[config.mk]
export PLATFORM = sky130hd
export DESIGN_NAME = program_counter_return_stack
export DESIGN_NICKNAME = d
export VERILOG_FILES = /design/src/core/pc_stack_pkg.sv /design/src/core/program_counter_return_stack.sv
export SDC_FILE = /design/constraint.sdc
export NUM_CORES = 2
export LEC_CHECK = 0
export BUFFER_PORTS_ARGS = -buffer_cell sky130_fd_sc_hd__buf_4
export CAP_MARGIN = 30
export CORE_UTILIZATION = 35
export CTS_CLUSTER_SIZE = 20
export DETAILED_ROUTE_END_ITERATION = 10
export SETUP_SLACK_MARGIN = 0.02
export SYNTH_ARGS = -nofsm -noshare
export SYNTH_HDL_FRONTEND = slang
export SYNTH_SLANG_ARGS = --single-unit
[constraint.sdc]
create_clock -name ref_clk -period 32.2 [get_ports ref_clk]
set_input_delay 3.22 -clock ref_clk [delete_from_list [all_inputs] [get_ports ref_clk]]
set_output_delay 3.22 -clock ref_clk [all_outputs]
set_load 0.01 [all_outputs]
[src/core/pc_stack_pkg.sv]
// constants and types for the program counter and return stack block
package pc_stack_pkg;

  localparam int PC_W     = 21;
  localparam int SP_W     = 5;
  localparam int STK_LAST = 31;

  localparam logic [PC_W-1:0] PC_STEP  = 21'h000002;
  localparam logic [PC_W-1:0] PC_RST   = 21'h000000;
  localparam logic [SP_W-1:0] SP_EMPTY = 5'h00;
  localparam logic [SP_W-1:0] SP_TOP   = 5'h1F;

  // register byte offsets on the bus
  localparam logic [7:0] OFS_CNT_LOW  = 8'h00;
  localparam logic [7:0] OFS_HI_LATCH = 8'h04;
  localparam logic [7:0] OFS_UP_LATCH = 8'h08;
  localparam logic [7:0] OFS_STK_PTR  = 8'h0C;
  localparam logic [7:0] OFS_TOP_LOW  = 8'h10;
  localparam logic [7:0] OFS_TOP_HIGH = 8'h14;
  localparam logic [7:0] OFS_TOP_UP   = 8'h18;
  localparam logic [7:0] OFS_CTRL     = 8'h1C;

  localparam int FULL_BIT  = 7;
  localparam int UNF_BIT   = 6;
  localparam int OVR_BIT   = 0;
  localparam int EXT_BIT   = 1;

  localparam logic OVR_RST_DEFAULT = 1'b1;
  localparam logic EXT_SET_DEFAULT = 1'b0;

endpackage

[src/core/program_counter_return_stack.sv]
// program counter, address latches and 31-entry return stack with an AHB-Lite register port
`timescale 1ns/1ps
`default_nettype none

module program_counter_return_stack
  import pc_stack_pkg::*;
(
  input  wire  logic              ref_clk,         // core clock, 250 MHz
  input  wire  logic              rstn,            // power-on reset, active low, async
  input  wire  logic              clk_en,          // freezes all state while low
  input  wire  logic              sys_reset,       // non-power-on device reset, same clock
  input  wire  logic              seq_step,        // advance to next sequential instruction
  input  wire  logic              jump_load,       // absolute_jump or branch
  input  wire  logic [PC_W-1:0]   jump_target,     // target for jump_load
  input  wire  logic              call_push,       // call or relative_subroutine_jump
  input  wire  logic              irq_push,        // interrupt acknowledge
  input  wire  logic [PC_W-1:0]   call_target,     // target for call_push / irq_push
  input  wire  logic              ret_pop,         // return, exit_with_literal, interrupt_exit
  input  wire  logic              ext_exit_pop,    // extended_add_and_exit / extended_sub_and_exit
  input  wire  logic              sw_push,         // software push instruction
  input  wire  logic              sw_pop,          // software pop instruction
  input  wire  logic              hsel,            // AHB-Lite select
  input  wire  logic [31:0]       haddr,           // AHB-Lite address
  input  wire  logic [1:0]        htrans,          // AHB-Lite transfer type
  input  wire  logic              hwrite,          // AHB-Lite write
  input  wire  logic [2:0]        hsize,           // AHB-Lite size, word only
  input  wire  logic [31:0]       hwdata,          // AHB-Lite write data
  input  wire  logic              hready,          // AHB-Lite bus ready
  output logic                    hreadyout,       // AHB-Lite slave ready
  output logic [31:0]             hrdata,          // AHB-Lite read data
  output logic                    hresp,           // AHB-Lite response, always OKAY
  output logic [PC_W-1:0]         pc_out,          // current program counter
  output logic                    device_reset_req,// one-cycle pulse on stack overflow reset
  output logic                    stack_full_flag, // sticky full flag
  output logic                    stack_underflow_flag // sticky underflow flag
);

  typedef logic [STK_LAST:1][PC_W-1:0] stack_mem_t;

  typedef struct packed {
    logic [PC_W-1:0] pc;
    logic [7:0]      hi_latch;
    logic [4:0]      up_latch;
    logic [SP_W-1:0] sp;
    logic            full;
    logic            unf;
    logic            ovr_rst_en;
    logic            ext_en;
    stack_mem_t      stk;
    logic            dp_wr;
    logic [7:0]      dp_ofs;
    logic [31:0]     rdata;
    logic            rst_req;
  } state_t;

  localparam state_t STATE_RST = '{
    pc:         PC_RST,
    hi_latch:   8'h00,
    up_latch:   5'h00,
    sp:         SP_EMPTY,
    full:       1'b0,
    unf:        1'b0,
    ovr_rst_en: OVR_RST_DEFAULT,
    ext_en:     EXT_SET_DEFAULT,
    stk:        '0,
    dp_wr:      1'b0,
    dp_ofs:     8'h00,
    rdata:      32'h00000000,
    rst_req:    1'b0
  };

  logic   rst_meta_q;
  logic   rst_sync_q;
  state_t s_q;
  state_t s_d;

  // reset release through two flops; assertion stays asynchronous
  always_ff @(posedge ref_clk or negedge rstn) begin
    if (!rstn) begin
      rst_meta_q <= 1'b0;
      rst_sync_q <= 1'b0;
    end else begin
      rst_meta_q <= 1'b1;
      rst_sync_q <= rst_meta_q;
    end
  end

  // word alignment applied to every value entering the counter
  function automatic logic [PC_W-1:0] align(input logic [PC_W-1:0] v);
    return {v[PC_W-1:1], 1'b0};
  endfunction

  // push one value; handles both overflow policies
  function automatic state_t push_entry(input state_t s, input logic [PC_W-1:0] val);
    state_t          r;
    logic [SP_W-1:0] n;
    r = s;
    n = SP_W'(s.sp + 5'h01);
    if (s.sp == SP_TOP) begin
      r.full = 1'b1;
      if (s.ovr_rst_en) begin
        r.sp      = SP_EMPTY;
        r.rst_req = 1'b1;
      end
    end else begin
      r.sp = n;
      if (n == SP_TOP) begin
        r.full = 1'b1;
        if (s.ovr_rst_en) begin
          r.stk[n]  = align(PC_W'(val + PC_STEP));
          r.sp      = SP_EMPTY;
          r.rst_req = 1'b1;
        end else begin
          r.stk[n] = align(val);
        end
      end else begin
        r.stk[n] = align(val);
      end
    end
    return r;
  endfunction

  // pop into the counter; empty stack vectors to zero
  function automatic state_t pop_entry(input state_t s);
    state_t r;
    r = s;
    if (s.sp == SP_EMPTY) begin
      r.pc  = PC_RST;
      r.unf = 1'b1;
    end else begin
      r.pc = align(s.stk[s.sp]);
      r.sp = SP_W'(s.sp - 5'h01);
    end
    return r;
  endfunction

  // software discard: drop the top entry; an empty stack only raises underflow
  function automatic state_t drop_entry(input state_t s);
    state_t r;
    r = s;
    if (s.sp == SP_EMPTY) begin
      r.unf = 1'b1;
    end else begin
      r.sp = SP_W'(s.sp - 5'h01);
    end
    return r;
  endfunction

  // true for the three registers that reach the entry under the pointer
  function automatic logic is_top_ofs(input logic [7:0] o);
    return (o == OFS_TOP_LOW) || (o == OFS_TOP_HIGH) || (o == OFS_TOP_UP);
  endfunction

  // entry under the pointer; pointer zero has no storage, so it reads as zero
  function automatic logic [PC_W-1:0] top_of(input state_t s);
    logic [PC_W-1:0] v;
    v = PC_RST;
    if (s.sp != SP_EMPTY) begin
      v = s.stk[s.sp];
    end
    return v;
  endfunction

  // flag write: a zero clears, a one is ignored, a hardware set this cycle wins
  function automatic logic flag_after_write(input logic cur, input logic wbit, input logic hw_set);
    logic f;
    f = cur;
    if (!wbit && !hw_set) begin
      f = 1'b0;
    end
    return f;
  endfunction

  // a low byte read hands the counter's two upper bytes to the latches
  function automatic state_t copy_to_latches(input state_t s, input logic [PC_W-1:0] pc);
    state_t r;
    r = s;
    r.hi_latch = pc[15:8];
    r.up_latch = pc[20:16];
    return r;
  endfunction

  // a low byte write pulls both latches into the counter on the same edge
  function automatic logic [PC_W-1:0] load_low(input state_t s, input logic [7:0] lo);
    return align({s.up_latch, s.hi_latch, lo});
  endfunction

  // read value of one register
  function automatic logic [31:0] read_word(input state_t s, input logic [7:0] ofs);
    logic [PC_W-1:0] top;
    logic [31:0]     w;
    top = top_of(s);
    w   = 32'h00000000;
    if (ofs == OFS_CNT_LOW) begin
      w[7:0] = s.pc[7:0];
    end else if (ofs == OFS_HI_LATCH) begin
      w[7:0] = s.hi_latch;
    end else if (ofs == OFS_UP_LATCH) begin
      w[4:0] = s.up_latch;
    end else if (ofs == OFS_STK_PTR) begin
      w[FULL_BIT] = s.full;
      w[UNF_BIT]  = s.unf;
      w[4:0]      = s.sp;
    end else if (ofs == OFS_TOP_LOW) begin
      w[7:0] = top[7:0];
    end else if (ofs == OFS_TOP_HIGH) begin
      w[7:0] = top[15:8];
    end else if (ofs == OFS_TOP_UP) begin
      w[4:0] = top[20:16];
    end else if (ofs == OFS_CTRL) begin
      w[OVR_BIT] = s.ovr_rst_en;
      w[EXT_BIT] = s.ext_en;
    end
    return w;
  endfunction

  logic            addr_ok;
  logic            take;
  logic            do_pop;
  logic            set_full;
  logic            set_unf;
  logic [7:0]      ofs;
  logic [PC_W-1:0] top_val;

  assign ofs     = haddr[7:0];
  assign addr_ok = (haddr[31:8] == 24'h000000) && (haddr[1:0] == 2'h0);
  // address phase accepted only while clocked; otherwise the master is stalled
  assign take    = hsel && hready && htrans[1] && clk_en;
  assign do_pop  = ret_pop || (ext_exit_pop && s_q.ext_en);

  always_comb begin
    s_d         = s_q;
    s_d.rst_req = 1'b0;
    s_d.dp_wr   = 1'b0;
    top_val     = PC_RST;
    set_full    = 1'b0;
    set_unf     = 1'b0;

    // core sequencing; latches are touched here only by sys_reset, which clears them
    if (sys_reset) begin
      s_d.pc       = PC_RST;
      s_d.sp       = SP_EMPTY;
      s_d.hi_latch = 8'h00;
      s_d.up_latch = 5'h00;
    end else if (do_pop) begin
      s_d = pop_entry(s_d);
    end else if (call_push || irq_push) begin
      s_d    = push_entry(s_d, s_q.pc);
      s_d.pc = align(call_target);
    end else if (sw_push) begin
      s_d = push_entry(s_d, s_q.pc);
    end else if (sw_pop) begin
      s_d = drop_entry(s_d);
    end else if (jump_load) begin
      s_d.pc = align(jump_target);
    end else if (seq_step) begin
      s_d.pc = align(PC_W'(s_q.pc + PC_STEP));
    end
    set_full = s_d.full && !s_q.full;
    set_unf  = s_d.unf && !s_q.unf;

    // address phase: capture read data and latch side effect of the low byte read
    if (take) begin
      s_d.dp_wr  = hwrite && addr_ok;
      s_d.dp_ofs = ofs;
      s_d.rdata  = (addr_ok && !hwrite) ? read_word(s_q, ofs) : 32'h00000000;
      if (!hwrite && addr_ok && ofs == OFS_CNT_LOW) begin
        s_d = copy_to_latches(s_d, s_q.pc);
      end
    end

    // data phase write; software edits override the core op of the same cycle, except a flag that the core op sets
    if (s_q.dp_wr) begin
      top_val = top_of(s_d);
      if (s_q.dp_ofs == OFS_CNT_LOW) begin
        s_d.pc = load_low(s_d, hwdata[7:0]);
      end else if (s_q.dp_ofs == OFS_HI_LATCH) begin
        s_d.hi_latch = hwdata[7:0];
      end else if (s_q.dp_ofs == OFS_UP_LATCH) begin
        s_d.up_latch = hwdata[4:0];
      end else if (s_q.dp_ofs == OFS_STK_PTR) begin
        s_d.sp = hwdata[4:0];
        s_d.full = flag_after_write(s_d.full, hwdata[FULL_BIT], set_full);
        s_d.unf  = flag_after_write(s_d.unf, hwdata[UNF_BIT], set_unf);
      end else if (s_q.dp_ofs == OFS_TOP_LOW) begin
        top_val[7:0] = hwdata[7:0];
      end else if (s_q.dp_ofs == OFS_TOP_HIGH) begin
        top_val[15:8] = hwdata[7:0];
      end else if (s_q.dp_ofs == OFS_TOP_UP) begin
        top_val[20:16] = hwdata[4:0];
      end else if (s_q.dp_ofs == OFS_CTRL) begin
        s_d.ovr_rst_en = hwdata[OVR_BIT];
        s_d.ext_en     = hwdata[EXT_BIT];
      end
      // pointer zero has no storage, so top writes there are dropped
      if (s_d.sp != SP_EMPTY && is_top_ofs(s_q.dp_ofs)) begin
        s_d.stk[s_d.sp] = top_val;
      end
    end
  end

  // flags survive sys_reset; only the power-on reset or a zero written to the pointer register clears them
  always_ff @(posedge ref_clk or negedge rst_sync_q) begin
    if (!rst_sync_q) begin
      s_q <= STATE_RST;
    end else if (clk_en) begin
      s_q <= s_d;
    end
  end

  assign hreadyout            = clk_en;
  assign hresp                = 1'b0;
  assign hrdata               = s_q.rdata;
  assign pc_out               = s_q.pc;
  assign device_reset_req     = s_q.rst_req;
  assign stack_full_flag      = s_q.full;
  assign stack_underflow_flag = s_q.unf;

  // hsize is accepted but only whole-word transfers are supported
  logic unused_ok;
  assign unused_ok = ^hsize;

endmodule

`default_nettype wire

==> qor.txt <==
clk_skew: 0.0548 ns
Core ar.: 150000 µm²
Min-Delay Path Class: reg2reg
Global Route Usage Sum: 46.9%
Final setup viols: 0
# port buffers: 128
post-CTS sizing: 0
GP Congestion: 1.10
post-synthesis sequential area ratio: 33.5%
DIE HEIGHT: 392 µm
dpl ws: 22.36 ns
postcts setup bufs: 0
clk sinks: 714
layout cell share with drive strength beyond 1: 17.6%
Routed WL per cell: 44.7 µm
total CTS buffers: 90
H-tree depth: 3
f_max: 0.103 GHz
minimum clock period after layout: 9.73 ns
clock transition at the registers of the reported paths: 0.05 ns
crit path DAT: 10.25 ns
number of global-route vias before repair: 58000
Crit Path Max Fanout: 45
Final WS setup: 22.47 ns
average size of a mapped cell: 8.42 µm²
slowest CP cell: and2_1
worst path cell trace: buf_4 > or3_1 > o31ai_4 > o221a_4 > buf_4 > buf_4 > mux4_2 > a2111oi_0 > buf_4 > o41a_1 > and2_1 > or2_2 > o221ai_1
Post-Syn Area: 53300 µm²
Synth area leaders: dfrtp_1 33%, mux4_2 8.2%, a21oi_1 5.5%
Hold Vio Cnt, Final: 0
design area: 60100 µm²
Detail Placement HPWL: 256 mm
relative slew slack: 2.30%
Period Utilization, post-route: 30.2%
Die X: 392 µm
Placement Cell Area: 56700 µm²
Slew Limit Fails: 0
DIE AREA: 154000 µm²
status: complete, but fails checks
FFs w/ async S/R, synth: 100%
latest clock arrival within the worst-skew pair: 0.75 ns
Yosys reg bits: 714
Pwr per Cell Area: 65.4 nW/µm²
Unique masters post-synth: 112
remaining global-route overflow: 0
Max IR drop VDD: 0.0000441 V
slowest cell delay on critical path: 0.99 ns
max cap viols: 0
Most Frequent Cell on Critical Path: buf_4
leakage: 0.0220 µW
I/O pin count: 184
total power: 3930 µW
Worst-Margin Slew: 1.47 ns
DR vias/cell: 7.72
largest net degree at the start of global routing: 81
first-pass GRT wire length: 500 mm
CTS tree: built
CP Capture Type: register
synth warn: 0
CTS Buffer Depth: 3
setup_tns: 0 ns
critical path launch point type: primary input
area grow syn2layout: 12.7%
post-synthesis cell count: 6333
fill count: 15300
unrepaired setup endpoints after global routing: no
Worst Path Required: 32.73 ns
via count: 63900
failing checks: design-rule violations
initial core utilization: 35.4%
Antenna Nets Post-Route: 0
antenna violations before repair: 47
Root Driver: clkbuf_16
Cell Rows: 142
Synth area leader: dfrtp_1
EDFF count, synth: 0
DR pass1 iterations: 11
Setup CP Type: in2reg
DRT iter0 DRCs: 12200
DRC Markers: 3
nets: 6286
Total Wirelength: 370 mm
Post-synth top flop: dfrtp_1
share of the synthesized area in the top cell type: 33.5%
hold buffers post-CTS: 0
-- metrics by stage --
step / cells / hold slack, ns / utilization (%)
global placement: 8022 / 0.333 / 37.3
finish: 8277 / 0.345 / 39.9
floorplan: 6357 / 0.331 / -
CTS: 8227 / 0.348 / 39.7
detailed placement: 8060 / 0.336 / 37.7
global route: 8252 / 0.365 / 39.9
-- flip-flops by register name, indices dropped and copies added, names as in the netlist --
register	cells
rst_meta_q	1
pc_out	21
device_reset_req	1
s_q	680
hrdata	8
stack_full_flag	1
rst_sync_q	1
stack_underflow_flag	1
-- critical path, delay by kind of cell --
kind	cells	cell delay (ns)
AO/OA/AOI/OAI	5	2.10
buffers and inverters	4	1.68
multiplexers	1	0.62
AND/OR/NAND/NOR	3	2.51
-- power breakdown --
group          switching, µW  total (µW)  internal [µW]  leakage, µW
logic                   1040        1540            498       0.0109
registers                199        1280           1090      0.00954
clock network            476        1110            634      0.00153
total                   1710        3930           2220       0.0220
-- final cells by class --
class	instances	area, µm²	share of cell area (%)
flip-flops and latches	714	17900	29.8
diodes	35	87.6	0.146
well taps	2016	2520	4.20
inverters	42	160	0.267
clock buffers	127	2670	4.44
clock inverters	40	435	0.725
repair buffers	490	4050	6.73
multi-input cells	4813	32300	53.7
-- metal layers --
layer  global-route usage, %  share of wire (%)  vias up  wire, µm
met5                    1.44              0.068        -       253
met4                    37.3                9.7       36     36000
met3                    24.4                 17     1656     62400
met2                    62.9                 39     6391    143000
met1                    55.3                 35    31600    128000
li1                        -                  -    24200         -
-- logic make-up after synthesis --
kind of cell    count (synthesis)  synth area share [%]
xor+xnor                       29                 0.476
other cells                     2                0.0141
compound gates               2766                  34.3
simple gates                 1701                  14.4
mux                           282                  9.91
flops                         714                  33.5
fa+ha+maj                       9                 0.211
buf+inv                       830                  7.18
-- placed cells by master (no fill, tap or decap), drive strengths merged, types with 114 or more instances in the layout --
cell,Yosys,layout
nand2,547,547
o22ai,343,343
clkbuf,472,132
mux4,194,194
a22oi,224,224
dfrtp,713,713
o221ai,114,114
nor3,178,178
a21oi,592,592
buf,316,484
a31oi,179,179
o21ai,526,526
nand3,129,129
a211oi,306,306
nor2,590,590
-- path summary, 6_finish.rpt --
kind / from / slack (ns) / cells past startpoint / endpoint
setup reg to reg: s_q[697]$_DFFE_PN0P_ / 22.96 / 16 / s_q[407]$_DFFE_PN0P_
max in group asynchronous: rst_sync_q$_DFF_PN0_ / 28.79 / 3 / s_q[536]$_DFFE_PN0P_
hold reg to reg: rst_meta_q$_DFF_PN0_ / 0.34 / 0 / rst_sync_q$_DFF_PN0_
setup / recovery: sw_push / 22.47 / 13 / s_q[407]$_DFFE_PN0P_
min in group asynchronous: rst_sync_q$_DFF_PN0_ / 0.38 / 0 / s_q[144]$_DFFE_PN0P_
hold / removal: rst_meta_q$_DFF_PN0_ / 0.34 / 0 / rst_sync_q$_DFF_PN0_
-- cell usage after synthesis, drive strengths merged (14+ instances only) --
cell type and n:
a2111oi 26, a211o 20, a211oi 306, a21o 15
a21oi 592, a221oi 31, a222oi 21, a22oi 224
a311oi 51, a31oi 179, a32oi 14, and2 47
and3 46, and4 15, buf 316, clkbuf 472
dfrtp 713, inv 41, mux2 26, mux2i 62
mux4 194, nand2 547, nand3 129, nand4 18
nor2 590, nor3 178, nor4 28, o211ai 73
o21ai 526, o221a 56, o221ai 114, o22ai 343
o311ai 22, o31ai 26, o32ai 16, or3 23
xnor2 23
(Power assumes the default switching activity.)
